==> src/hw/alarm_pkg.sv <==
// Constants and types shared by the alarm and loop supervisor.
// Assumes one 200 MHz clock and signed fixed-point process units.
package alarm_pkg;

    // ------------------------------------------------------------
    // Widths
    // ------------------------------------------------------------
    localparam int PV_W     = 16;
    localparam int PCT_W    = 7;
    localparam int LB_W     = 8;
    localparam int NUM_OUT  = 4;
    localparam int NUM_ALM  = 2;

    // ------------------------------------------------------------
    // Timing
    // ------------------------------------------------------------
    localparam longint CLK_HZ       = 200_000_000;
    localparam longint LB_MINUTE_S  = 60;
    localparam longint LB_MINUTE_CYCLES = LB_MINUTE_S * CLK_HZ;
    localparam int     PWM_STEP_CYCLES  = 1000;
    localparam int     LB_REACT_DELTA   = 1;

    // ------------------------------------------------------------
    // Values
    // ------------------------------------------------------------
    localparam logic [PCT_W-1:0] PCT_ZERO = 7'h00;
    localparam logic [PCT_W-1:0] PCT_FULL = 7'h64;
    localparam logic [PCT_W-1:0] PWM_LAST = 7'h63;
    localparam logic [PV_W-1:0]  PB_ZERO  = 16'h0000;
    localparam logic [LB_W-1:0]  LB_OFF   = 8'h00;
    localparam logic signed [PV_W-1:0] PV_MAX = 16'sh7FFF;
    localparam logic signed [PV_W-1:0] PV_MIN = -16'sh7FFF - 16'sh0001;

    // ------------------------------------------------------------
    // Modes
    // ------------------------------------------------------------
    typedef enum logic [2:0]
    {
        ALM_UNUSED,
        ABSOLUTE_LOW_MODE,
        ABSOLUTE_HIGH_MODE,
        DEVIATION_MODE,
        DEVIATION_LOW_MODE,
        DEVIATION_HIGH_MODE,
        SENSOR_BREAK_MODE
    } alarm_mode_t;

    typedef enum logic [2:0]
    {
        CH_UNUSED,
        CH_CONTROL,
        CH_ALARM_ONE,
        CH_ALARM_TWO,
        CH_ALARM_EITHER,
        CH_LOOP_BREAK
    } chan_func_t;

endpackage : alarm_pkg

==> src/hw/alarm_loop_supervisor.sv <==
// Alarm evaluation, loop-break timing, safe output and channel routing.
// Inputs are synchronous to clk; the control algorithm lies outside.
`timescale 1ns/1ps
`default_nettype none

// Behaviour
// - Two independent alarms, each routable to any output channel.
// - Channels carry control, alarm one, alarm two, either alarm, loop break.
// - An unused alarm never asserts.
// - Absolute low: asserts while value below own setpoint.
// - Absolute high: asserts while value above own setpoint.
// - Deviation modes: alarm setpoint is signed offset from control setpoint.
// - Deviation low: asserts below control setpoint plus signed offset.
// - Deviation high: asserts above control setpoint plus signed offset.
// - Sensor break mode asserts whenever the input reports a fault.
// - Absolute high and both deviation-high kinds also assert on fault.
// - Initial blocking hides a startup alarm until first seen false.
// - Initial blocking never applies to sensor break mode.
// - During a fault control is forced to safe percent until cleared.
// - Safe percent is 0 or 100 in on/off, 0 to 100 in PID.
// - Zero proportional band means on/off control, otherwise PID.
// - Loop break raised if value unchanged an interval after control action.
// - A loop-break channel is asserted while the event is present.
// - Zero loop-break interval disables supervision entirely.
// - User offset is added to the measured value before use.
module alarm_loop_supervisor
    import alarm_pkg::*;
#(
    parameter longint MINUTE_CYCLES = LB_MINUTE_CYCLES,
    parameter int     PWM_STEP      = PWM_STEP_CYCLES
)
(
    input  wire  logic                    clk,
    input  wire  logic                    rst,
    input  wire  logic signed [PV_W-1:0]  measured_value,
    input  wire  logic signed [PV_W-1:0]  offset_correction,
    input  wire  logic                    sensor_fault,
    input  wire  logic signed [PV_W-1:0]  control_setpoint,
    input  wire  logic signed [PV_W-1:0]  alarm_one_setpoint,
    input  wire  logic signed [PV_W-1:0]  alarm_two_setpoint,
    input  wire  alarm_mode_t             alarm_one_mode,
    input  wire  alarm_mode_t             alarm_two_mode,
    input  wire  logic                    alarm_one_block_en,
    input  wire  logic                    alarm_two_block_en,
    input  wire  logic [PV_W-1:0]         proportional_band,
    input  wire  logic [PCT_W-1:0]        safe_output_percent,
    input  wire  logic [PCT_W-1:0]        control_percent_in,
    input  wire  logic                    control_on_in,
    input  wire  logic [LB_W-1:0]         loop_break_interval,
    input  wire  chan_func_t              chan_func [NUM_OUT],
    output logic signed [PV_W-1:0]        process_value,
    output logic                          alarm_one,
    output logic                          alarm_two,
    output logic                          loop_break_event,
    output logic                          on_off_mode,
    output logic [PCT_W-1:0]              control_percent,
    output logic [NUM_OUT-1:0]            chan_out
);

    // ------------------------------------------------------------
    // Alarm condition
    // ------------------------------------------------------------
    function automatic logic alarm_cond(
        input alarm_mode_t             mode,
        input logic signed [PV_W-1:0]  pv, sp, asp,
        input logic                    fault
    );
        logic signed [PV_W+1:0] v, a, up, dn;
        logic                   c;
        v  = (PV_W+2)'(pv);
        a  = (PV_W+2)'(asp);
        up = (PV_W+2)'(sp) + a;
        dn = (PV_W+2)'(sp) - a;
        unique case (mode)
            ALM_UNUSED:          c = 1'b0;
            ABSOLUTE_LOW_MODE:   c = v < a;
            ABSOLUTE_HIGH_MODE:  c = (v > a) || fault;
            DEVIATION_MODE:
                c = fault || ((a >= 0) ? (v < dn || v > up)
                                       : (v > up && v < dn));
            DEVIATION_LOW_MODE:  c = v < up;
            DEVIATION_HIGH_MODE: c = (v > up) || fault;
            SENSOR_BREAK_MODE:   c = fault;
            default:             c = 1'b0;
        endcase
        return c;
    endfunction : alarm_cond

    // ------------------------------------------------------------
    // Channel selection
    // ------------------------------------------------------------
    function automatic logic chan_drive(
        input chan_func_t f,
        input logic       ctl, a1, a2, lb
    );
        logic d;
        unique case (f)
            CH_UNUSED:       d = 1'b0;
            CH_CONTROL:      d = ctl;
            CH_ALARM_ONE:    d = a1;
            CH_ALARM_TWO:    d = a2;
            CH_ALARM_EITHER: d = a1 | a2;
            CH_LOOP_BREAK:   d = lb;
            default:         d = 1'b0;
        endcase
        return d;
    endfunction : chan_drive

    // ------------------------------------------------------------
    // Offset correction
    // ------------------------------------------------------------
    logic signed [PV_W:0]   pv_sum;
    logic signed [PV_W-1:0] pv_next;

    assign pv_sum  = (PV_W+1)'(measured_value) + (PV_W+1)'(offset_correction);
    assign pv_next = (pv_sum > (PV_W+1)'(PV_MAX)) ? PV_MAX :
                     (pv_sum < (PV_W+1)'(PV_MIN)) ? PV_MIN :
                     pv_sum[PV_W-1:0];

    always_ff @(posedge clk)
    begin
        process_value <= rst ? '0 : pv_next;
    end

    // ------------------------------------------------------------
    // Alarms with initial blocking
    // ------------------------------------------------------------
    alarm_mode_t            alm_mode  [NUM_ALM];
    logic signed [PV_W-1:0] alm_sp    [NUM_ALM];
    logic                   alm_blk_en[NUM_ALM];
    logic [NUM_ALM-1:0]     alm_cond, alm_next, alm_reg, blk_next, blk_reg;

    assign alm_mode   = '{alarm_one_mode, alarm_two_mode};
    assign alm_sp     = '{alarm_one_setpoint, alarm_two_setpoint};
    assign alm_blk_en = '{alarm_one_block_en, alarm_two_block_en};

    for (genvar i = 0; i < NUM_ALM; i++)
    begin : g_alarm
        assign alm_cond[i] = alarm_cond(alm_mode[i], process_value,
                                        control_setpoint, alm_sp[i],
                                        sensor_fault);
        assign alm_next[i] = alm_cond[i] &&
                             !(blk_reg[i] && alm_blk_en[i] &&
                               alm_mode[i] != SENSOR_BREAK_MODE);
        assign blk_next[i] = blk_reg[i] && alm_cond[i];
    end

    always_ff @(posedge clk)
    begin
        alm_reg <= rst ? '0 : alm_next;
        blk_reg <= rst ? '1 : blk_next;
    end

    assign alarm_one = alm_reg[0];
    assign alarm_two = alm_reg[1];

    // ------------------------------------------------------------
    // Control output and safe value
    // ------------------------------------------------------------
    logic                   on_off_next;
    logic [PCT_W-1:0]       safe_eff;
    logic [PCT_W-1:0]       ctl_in_eff;
    logic [PCT_W-1:0]       pct_next;
    logic [PCT_W-1:0]       pwm_phase_reg;
    logic [31:0]            pwm_pre_reg;
    logic                   pwm_tick, ctl_level_next, ctl_level_reg;

    assign on_off_next = (proportional_band == PB_ZERO);
    assign safe_eff    = on_off_next ?
                         ((safe_output_percent == PCT_ZERO) ? PCT_ZERO
                                                            : PCT_FULL) :
                         ((safe_output_percent > PCT_FULL) ? PCT_FULL
                                                           : safe_output_percent);
    assign ctl_in_eff  = (control_percent_in > PCT_FULL) ? PCT_FULL
                                                         : control_percent_in;
    assign pct_next    = sensor_fault ? safe_eff : ctl_in_eff;
    assign pwm_tick    = (pwm_pre_reg == 32'(PWM_STEP - 1));
    assign ctl_level_next = on_off_mode ?
                            (sensor_fault ? (safe_eff != PCT_ZERO)
                                          : control_on_in) :
                            (pwm_phase_reg < control_percent);

    always_ff @(posedge clk)
    begin
        if (rst)
        begin
            on_off_mode     <= 1'b1;
            control_percent <= PCT_ZERO;
            ctl_level_reg   <= 1'b0;
            pwm_pre_reg     <= '0;
            pwm_phase_reg   <= PCT_ZERO;
        end
        else
        begin
            on_off_mode     <= on_off_next;
            control_percent <= pct_next;
            ctl_level_reg   <= ctl_level_next;
            pwm_pre_reg     <= pwm_tick ? '0 : pwm_pre_reg + 32'd1;
            if (pwm_tick)
                pwm_phase_reg <= (pwm_phase_reg == PWM_LAST) ? PCT_ZERO
                                 : pwm_phase_reg + 7'h01;
        end
    end

    // ------------------------------------------------------------
    // Loop-break supervision
    // ------------------------------------------------------------
    logic                   lb_run_reg;
    logic [63:0]            lb_pre_reg;
    logic [LB_W-1:0]        lb_min_reg;
    logic signed [PV_W-1:0] lb_start_reg;
    logic signed [PV_W:0]   lb_diff;
    logic                   lb_reacted, lb_action, lb_minute, lb_expire;

    assign lb_diff    = (PV_W+1)'(process_value) - (PV_W+1)'(lb_start_reg);
    assign lb_reacted = (lb_diff >= (PV_W+1)'(LB_REACT_DELTA)) ||
                        (lb_diff <= -(PV_W+1)'(LB_REACT_DELTA));
    assign lb_action  = (pct_next != control_percent) ||
                        (on_off_mode && ctl_level_next != ctl_level_reg);
    assign lb_minute  = lb_run_reg && (lb_pre_reg == 64'(MINUTE_CYCLES - 1));
    assign lb_expire  = lb_minute && (lb_min_reg + 8'h01 == loop_break_interval);

    always_ff @(posedge clk)
    begin
        if (rst || loop_break_interval == LB_OFF)
        begin
            lb_run_reg       <= 1'b0;
            lb_pre_reg       <= '0;
            lb_min_reg       <= LB_OFF;
            lb_start_reg     <= '0;
            loop_break_event <= 1'b0;
        end
        else if (lb_action)
        begin
            lb_run_reg   <= 1'b1;
            lb_pre_reg   <= '0;
            lb_min_reg   <= LB_OFF;
            lb_start_reg <= process_value;
        end
        else if (lb_run_reg)
        begin
            if (lb_reacted)
                lb_run_reg <= 1'b0;
            else if (lb_expire)
            begin
                lb_run_reg       <= 1'b0;
                loop_break_event <= 1'b1;
            end
            lb_pre_reg <= lb_minute ? '0 : lb_pre_reg + 64'd1;
            if (lb_minute)
                lb_min_reg <= lb_min_reg + 8'h01;
        end
        else if (loop_break_event && lb_reacted)
            loop_break_event <= 1'b0;
    end

    // ------------------------------------------------------------
    // Channel routing
    // ------------------------------------------------------------
    logic [NUM_OUT-1:0] chan_next;

    for (genvar k = 0; k < NUM_OUT; k++)
    begin : g_chan
        assign chan_next[k] = chan_drive(chan_func[k], ctl_level_reg,
                                         alm_reg[0], alm_reg[1],
                                         loop_break_event);
    end

    always_ff @(posedge clk)
    begin
        chan_out <= rst ? '0 : chan_next;
    end
endmodule : alarm_loop_supervisor

`default_nettype wire

==> config.mk <==
export PLATFORM = sky130hd
export DESIGN_NAME = alarm_loop_supervisor
export DESIGN_NICKNAME = d
export VERILOG_FILES = /design/src/hw/alarm_pkg.sv /design/src/hw/alarm_loop_supervisor.sv
export SDC_FILE = /design/constraint.sdc
export NUM_CORES = 1
export LEC_CHECK = 0
export ABC_AREA = 1
export BUFFER_PORTS_ARGS = -buffer_cell sky130_fd_sc_hd__buf_2
export CAP_MARGIN = 10
export CORE_ASPECT_RATIO = 0.75
export CORE_MARGIN = 2
export CORE_UTILIZATION = 55
export CTS_BUF_LIST = sky130_fd_sc_hd__clkbuf_8
export DETAILED_ROUTE_END_ITERATION = 12
export HOLD_SLACK_MARGIN = 0.12
export MAX_ROUTING_LAYER = met4
export PLACE_DENSITY = 0.75
export SYNTH_ARGS = -nofsm -noshare
export SYNTH_HDL_FRONTEND = slang
export SYNTH_SLANG_ARGS = --single-unit
==> constraint.sdc <==
create_clock -name clk -period 4.55 [get_ports clk]
set_clock_uncertainty 0.15 [all_clocks]
set_input_delay 0 -clock clk [delete_from_list [all_inputs] [get_ports clk]]
set_output_delay 0 -clock clk [all_outputs]
set_load 0.02 [all_outputs]
==> flow_summary.yaml, run 1 <==
timing:
  period_share: 0.9786
  setup_viol: 0
  rsz0062_at_grt: "yes"
  relSlewSlack: 0.4307
  finalSetupTns_ns: 0
  setup_ws_ns: 0.09718
  worstMarginPinSlew_ns: 0.8462
  maxSlewViolCount: 0
  final.min_clock_period_ns: 4.453
  max_freq_mhz: 224.6
  finalHoldViolations: 0
setup_path:
  critPathKind: "in2reg"
  cp_data_arrival_time_ns: 4.69
  cp-start-kind: "input port"
  endpoint_kind: "flop"
  slowest_stage: "dlygate4sd3_1"
  crit_required_ns: 4.78
  slowest_delay_ns: 0.57
  cp_cell_sequence: "buf_2, ha_1, o31ai_1, nand4_1, nand2_1, a21boi_0, o21ai_0, nand3_1, nand2_1, xor2_1, ha_1, nand3_1, nor3_2, nand4_1, nand4_1, nand2_1, nand4_1, nand2_1, dlygate4sd3_1, nor2_1, a21oi_1, dlygate4sd3_1"
  crit_fanout: 6
finish:
  largest_register_ffs: 64
  fillCellCount: 2609
  area_growth_pct: 17.55
  seqCellArea_mm2: 0.003243
  antenna_cells: 0
  fin_cells: 3155
  final_util: 0.6520
  nNetsFinal: 3103
  drive_gt1_frac: 0.1111
  multiInputGateArea_mm2: 0.01131
route:
  wire_per_inst_um: 16.03
  vias_per_cell: 5.628
  post-route-drc-count: 0
  final_antenna_net_count: 0
  drtIter0Drc: 1571
  via_count: 17760
  first_pass_iters: 6
  drt-total-wl_um: 50570
grt:
  grt_use_total: 0.3376
  grt_pass1_wl_um: 82230
  met2_usage: 0.4768
  antenna_found_initial: 0
  grt_pass1_vias: 16440
  globalRouteOverflowTotal: 0
  grt_max_degree: 43
  gr-usage-met3: 0.05920
  grt_busiest_layer: "met1"
  grt_use_met1: 0.4881
yosys:
  ys_warn_count: 0
  synthesis.area_mm2: 0.01604
  synthArstFlopShare: 0
  synthDistinctLibCells: 55
  syn_nets: 2829
  ys_seq_area_frac: 0.2022
  synth-seq-cells: 162
  synthCells: 2476
  synth_edf_count: 0
  ys.flop_type: "dfxtp_1"
  syn_avg_cell_area_um2: 6.478
flow_run:
  cap_violations: 0
floorplanning:
  die-area_mm2: 0.03056
  dieHeight_um: 151.9
  initial_core_util: 0.5547
  die_width_um: 201.2
  num_rows: 54
  coreArea_mm2: 0.02892
  ios: 173
clock_tree:
  cts_buffers: 17
  cts_tree: "yes"
  htreeDepth: 4
  clock-sinks: 162
  clkTransAtPathRegs_ns: 0.09
  clk-insertion-delay-late_ns: 0.50
  cts_root_buf: "clkbuf_8"
  clock_path_buffers: 2
place:
  port_buffers: 172
  gp_congestion: 1.024
  dp_hpwl_um: 39100
  place_ws_ns: 0.4662
  dp.cells: 3007
pwr:
  vdd_drop_max_mv: 0.2291
  p_leak_uw: 0.008799
  powerDensity_mw_per_mm2: 272.0
hold_path:
  hp-class: "in2reg"
status:
  status: "finished clean"
==> what timing repair did <==
| action | 4_1_cts | 5_1_grt |
|---|---|---|
| endpoints found under the setup margin | 0 | 20 |
| buffers inserted | 0 | 2 |
| hold buffers | 115 | 0 |
| gates resized for setup | 0 | 8 |
| hold endpoints to repair | 49 | 0 |
==> critical path: cells and delay by family <==
kind	cells	cell delay, ns
fa+ha+maj	2	0.69
simple gates	12	1.54
compound gates	4	1.12
xor+xnor	1	0.07
buf+inv	3	1.25
==> where the power goes <==
part / internal [uW] / leakage, uW / switching [uW] / total (uW)
Clock: 570 / 0.000210 / 584 / 1150
Sequential: 1480 / 0.00132 / 88.2 / 1570
Combinational: 915 / 0.00727 / 1490 / 2410
==> cell type report <==
| cell class | instances | area share |
|---|---|---|
| sequential | 162 | 0.1720 |
| multi-input combinational | 1925 | 0.5997 |
| clock buffer | 19 | 0.01387 |
| clock inverter | 13 | 0.008361 |
| inverter | 345 | 0.06875 |
| timing repair buffer | 299 | 0.1113 |
| tap | 392 | 0.02601 |
==> metal layers <==
layer  up-vias  share of wire
met5         -              0
met4         0          0.024
met3       106          0.088
met2       771           0.40
met1      8129           0.49
li1       8750              -
==> cells by family (layout without fill, tap and decap cells) <==
group                    count (synthesis)  count (layout)  synth area share
AO/OA/AOI/OAI                          348             348            0.1175
flip-flops                             162             162            0.2022
XOR/XNOR                               113             113           0.06170
adder cells (fa/ha/maj)                211             211            0.1674
multiplexers                             1               1         0.0007020
AND/OR/NAND/NOR                       1252            1252            0.3558
buffers and inverters                  389             676           0.09469
==> cells in the final DEF, fill, tap and decap left out, drive strengths merged, types with 7 or more instances in the layout <==
cell         count
o21ai          114
nand4           71
nor4            47
nor3            97
inv            346
dfxtp          162
clkbuf          19
xnor2           25
nor3b           19
nand2          523
xor2            88
nand3          143
o21bai          10
a31oi            9
o31ai            7
nor2           334
buf            185
or2              7
a21oi          182
ha             205
dlygate4sd3    114
==> cell usage after synthesis, types with 3 or more instances <==
library cell,instances,area share
a211oi_1,6,0.0028
a21boi_0,4,0.0019
a21o_1,5,0.0023
a21oi_1,179,0.056
a21oi_2,3,0.0016
a31oi_1,9,0.0035
and2_1,4,0.0016
buf_2,12,0.0037
buf_6,5,0.0035
clkbuf_1,25,0.0059
dfxtp_1,162,0.20
fa_1,6,0.0075
ha_1,205,0.16
inv_1,334,0.078
inv_2,9,0.0021
nand2_1,516,0.12
nand2_2,6,0.0023
nand3_1,138,0.043
nand3_2,5,0.0031
nand3b_1,5,0.0023
nand4_1,68,0.027
nor2_1,313,0.073
nor2_2,18,0.0070
nor2_4,3,0.0021
nor3_1,80,0.025
nor3_2,15,0.0094
nor3b_1,13,0.0061
nor3b_2,6,0.0047
nor4_1,45,0.018
o21a_1,6,0.0028
o21ai_0,101,0.032
o21ai_1,11,0.0034
o21bai_1,10,0.0047
o31ai_1,7,0.0033
or2_2,6,0.0023
xnor2_1,25,0.014
xor2_1,88,0.048
==> per-stage QoR <==
step | instance area, um2 | total power [uW] | hold slack [ns]
5_1_grt | 18860 | 5517 | 0.2263
3_5_place_dp | 17250 | 3790 | 0.1039
6_report | 18860 | 5129 | 0.1802
3_3_place_gp | 17250 | 3737 | 0.1106
4_1_cts | 18820 | 5054 | 0.1239
2_1_floorplan | 16040 | 3132 | -0.06215
==> worst paths after layout <==
kind | from | end | slack [ns] | cells after the start
worst min-delay path | control_percent_in[1] | loop_break_event | 0.18 | 10
worst max register to register | process_value[1] | alm_reg[1] | 0.22 | 16
worst min register to register | blk_reg[0] | blk_reg[0] | 0.30 | 2
worst max-delay path | control_setpoint[2] | alm_reg[1] | 0.1 | 22
(Power assumes the default switching activity.)
==> inputs of run 2 (changes only) <==
- CELL_PAD_IN_SITES_DETAIL_PLACEMENT: unset -> 1
- CELL_PAD_IN_SITES_GLOBAL_PLACEMENT: unset -> 1
- CORE_UTILIZATION: 55 -> 44
- PLACE_DENSITY: 0.75 -> unset
- PLACE_DENSITY_LB_ADDON: unset -> 0.1
==> flow_summary.yaml, run 2 (synthesis gave the netlist of run 1 again) <==
floorplanning:
  ios: 173
  dieHeight_um: 169.4
  coreArea_mm2: 0.03588
  num_rows: 60
  die_width_um: 224.5
  die-area_mm2: 0.03802
  initial_core_util: 0.4470
setup_path:
  crit_family: "compound AO/OA/AOI/OAI gates"
  cp_data_arrival_time_ns: 4.63
  crit_required_ns: 4.79
  crit_fanout: 5
  crit_buf_inv: 5
  slowest_delay_ns: 0.58
  slowest_stage: "dlygate4sd3_1"
  critPathKind: "in2reg"
  cpMostUsedCell: "a21oi_1"
  cp-start-kind: "input port"
  endpoint_kind: "flop"
timing:
  holdWs_ns: 0.1698
  setup_viol: 0
  finalSetupTns_ns: 0
  rsz0062_at_grt: "yes"
  period_share: 0.9638
  worstMarginPinSlew_ns: 1.051
  final.min_clock_period_ns: 4.385
  relSlewSlack: 0.2927
  maxSlewViolCount: 0
  max_freq_mhz: 228.0
  setup_ws_ns: 0.1647
  finalHoldViolations: 0
hold_path:
  hp-class: "in2reg"
clock_tree:
  clock_path_buffers: 2
  cts_root_buf: "clkbuf_8"
  clk-insertion-delay-late_ns: 0.50
  htreeDepth: 4
  cts_tree: "yes"
  cts_buffers: 17
  clock-sinks: 162
  clkTransAtPathRegs_ns: 0.10
pwr:
  comb_power_share: 0.496
  swShare: 0.4543
  vdd_drop_max_mv: 0.1843
  powerDensity_mw_per_mm2: 275.4
  p_leak_uw: 0.008791
  clkPwrFrac: 0.203
  power_frac_seq: 0.301
  netSwitchingPower_uw: 2373
  p_int_uw: 2850
finish:
  final_cell_mix: "516 x nand2_1, 335 x inv_1, 313 x nor2_1, 205 x ha_1, 176 x a21oi_1"
  fin_cells: 3238
  nNetsFinal: 3105
  drive_gt1_frac: 0.1143
  multiInputGateArea_mm2: 0.01136
  largest_register_ffs: 64
  fillCellCount: 4869
  final_util: 0.5285
  area_growth_pct: 18.23
  seqCellArea_mm2: 0.003243
  mostFrequentLayoutCell: "nand2_1"
route:
  first_pass_iters: 8
  wire_per_inst_um: 19.64
  post-route-drc-count: 0
  vias_per_cell: 5.620
  drtIter0Drc: 1290
  final_antenna_net_count: 0
  via_count: 18200
  drt-total-wl_um: 63580
grt:
  grt_max_degree: 43
  antenna_found_initial: 7
  grt_pass1_wl_um: 101100
  globalRouteOverflowTotal: 0
  grt_use_total: 0.3450
  grt_pass1_vias: 18720
place:
  gp_congestion: 0.9725
  dp.cells: 3086
  place_ws_ns: 0.3134
  port_buffers: 172
  dp_hpwl_um: 49230
status:
  status: "finished clean"
flow_run:
  cap_violations: 0
## run 2: changes by cell type in the layout (fill, tap and decap cells not counted), sizes merged, moves of 3 or more
| cell | before | now |
|---|---|---|
| buf | 185 | 189 |
| bufinv | 3 | 0 |
| diode | 0 | 8 |
| dlygate4sd3 | 114 | 110 |
| inv | 346 | 350 |
## run 2: final cells by class
| class | instances | area share |
|---|---|---|
| Tap cell | 465 | 0.03068 |
| Multi-Input combinational cell | 1927 | 0.5991 |
| Inverter | 345 | 0.06835 |
| Clock buffer | 20 | 0.01451 |
| Timing Repair Buffer | 299 | 0.1102 |
| Sequential cell | 162 | 0.1710 |
| Clock inverter | 12 | 0.005146 |
| Antenna cell | 8 | 0.001056 |
## run 2: power groups by stage
stage / sequential [uW] / combinational [uW] / clock (uW)
finish: 1570 / 2590 / 1060
global route: 1580 / 2890 / 1140
CTS: 1570 / 2490 / 1070
detailed placement: 1600 / 2350 / 0
global placement: 1600 / 2240 / 0
floorplan: 1640 / 1500 / 0
## run 2: path summary, 6_finish.rpt
path                                     startpoint               end  slack (ns)  cells after the start
worst max register to register     process_value[0]        alm_reg[1]        0.29                     18
worst max-delay path            control_setpoint[1]        alm_reg[1]        0.16                     25
worst min register to register       pwm_pre_reg[0]    pwm_pre_reg[0]        0.30                      1
worst min-delay path              measured_value[6]  process_value[7]        0.17                      6
## run 2: per-stage QoR
step | total power, uW | area [um2]
finish | 5223 | 18960
global route | 5603 | 18960
CTS | 5130 | 18860
detailed placement | 3949 | 17390
global placement | 3834 | 17390
floorplan | 3132 | 16040
## run 2: routing by layer
layer	part of all wire	global-route usage
met5	0	-
met3	0.069	0.06527
met2	0.42	0.5239
met4	0.015	0.07026
met1	0.49	0.4770
## run 2: timing repair
action / CTS / global route
setup buffers: 0 / 0
endpoints found under the setup margin: 0 / 76
hold buffers: 110 / 0
endpoints found under the hold margin: 48 / 0
resized for setup: 0 / 16
## run 2: worst min-delay path, stage by stage
cell and delay, ns:
buf_2 0.08, ha_1 0.16, a21oi_1 0.05, o21ai_1 0.19, xnor2_1 0.19, a21oi_1 0.09
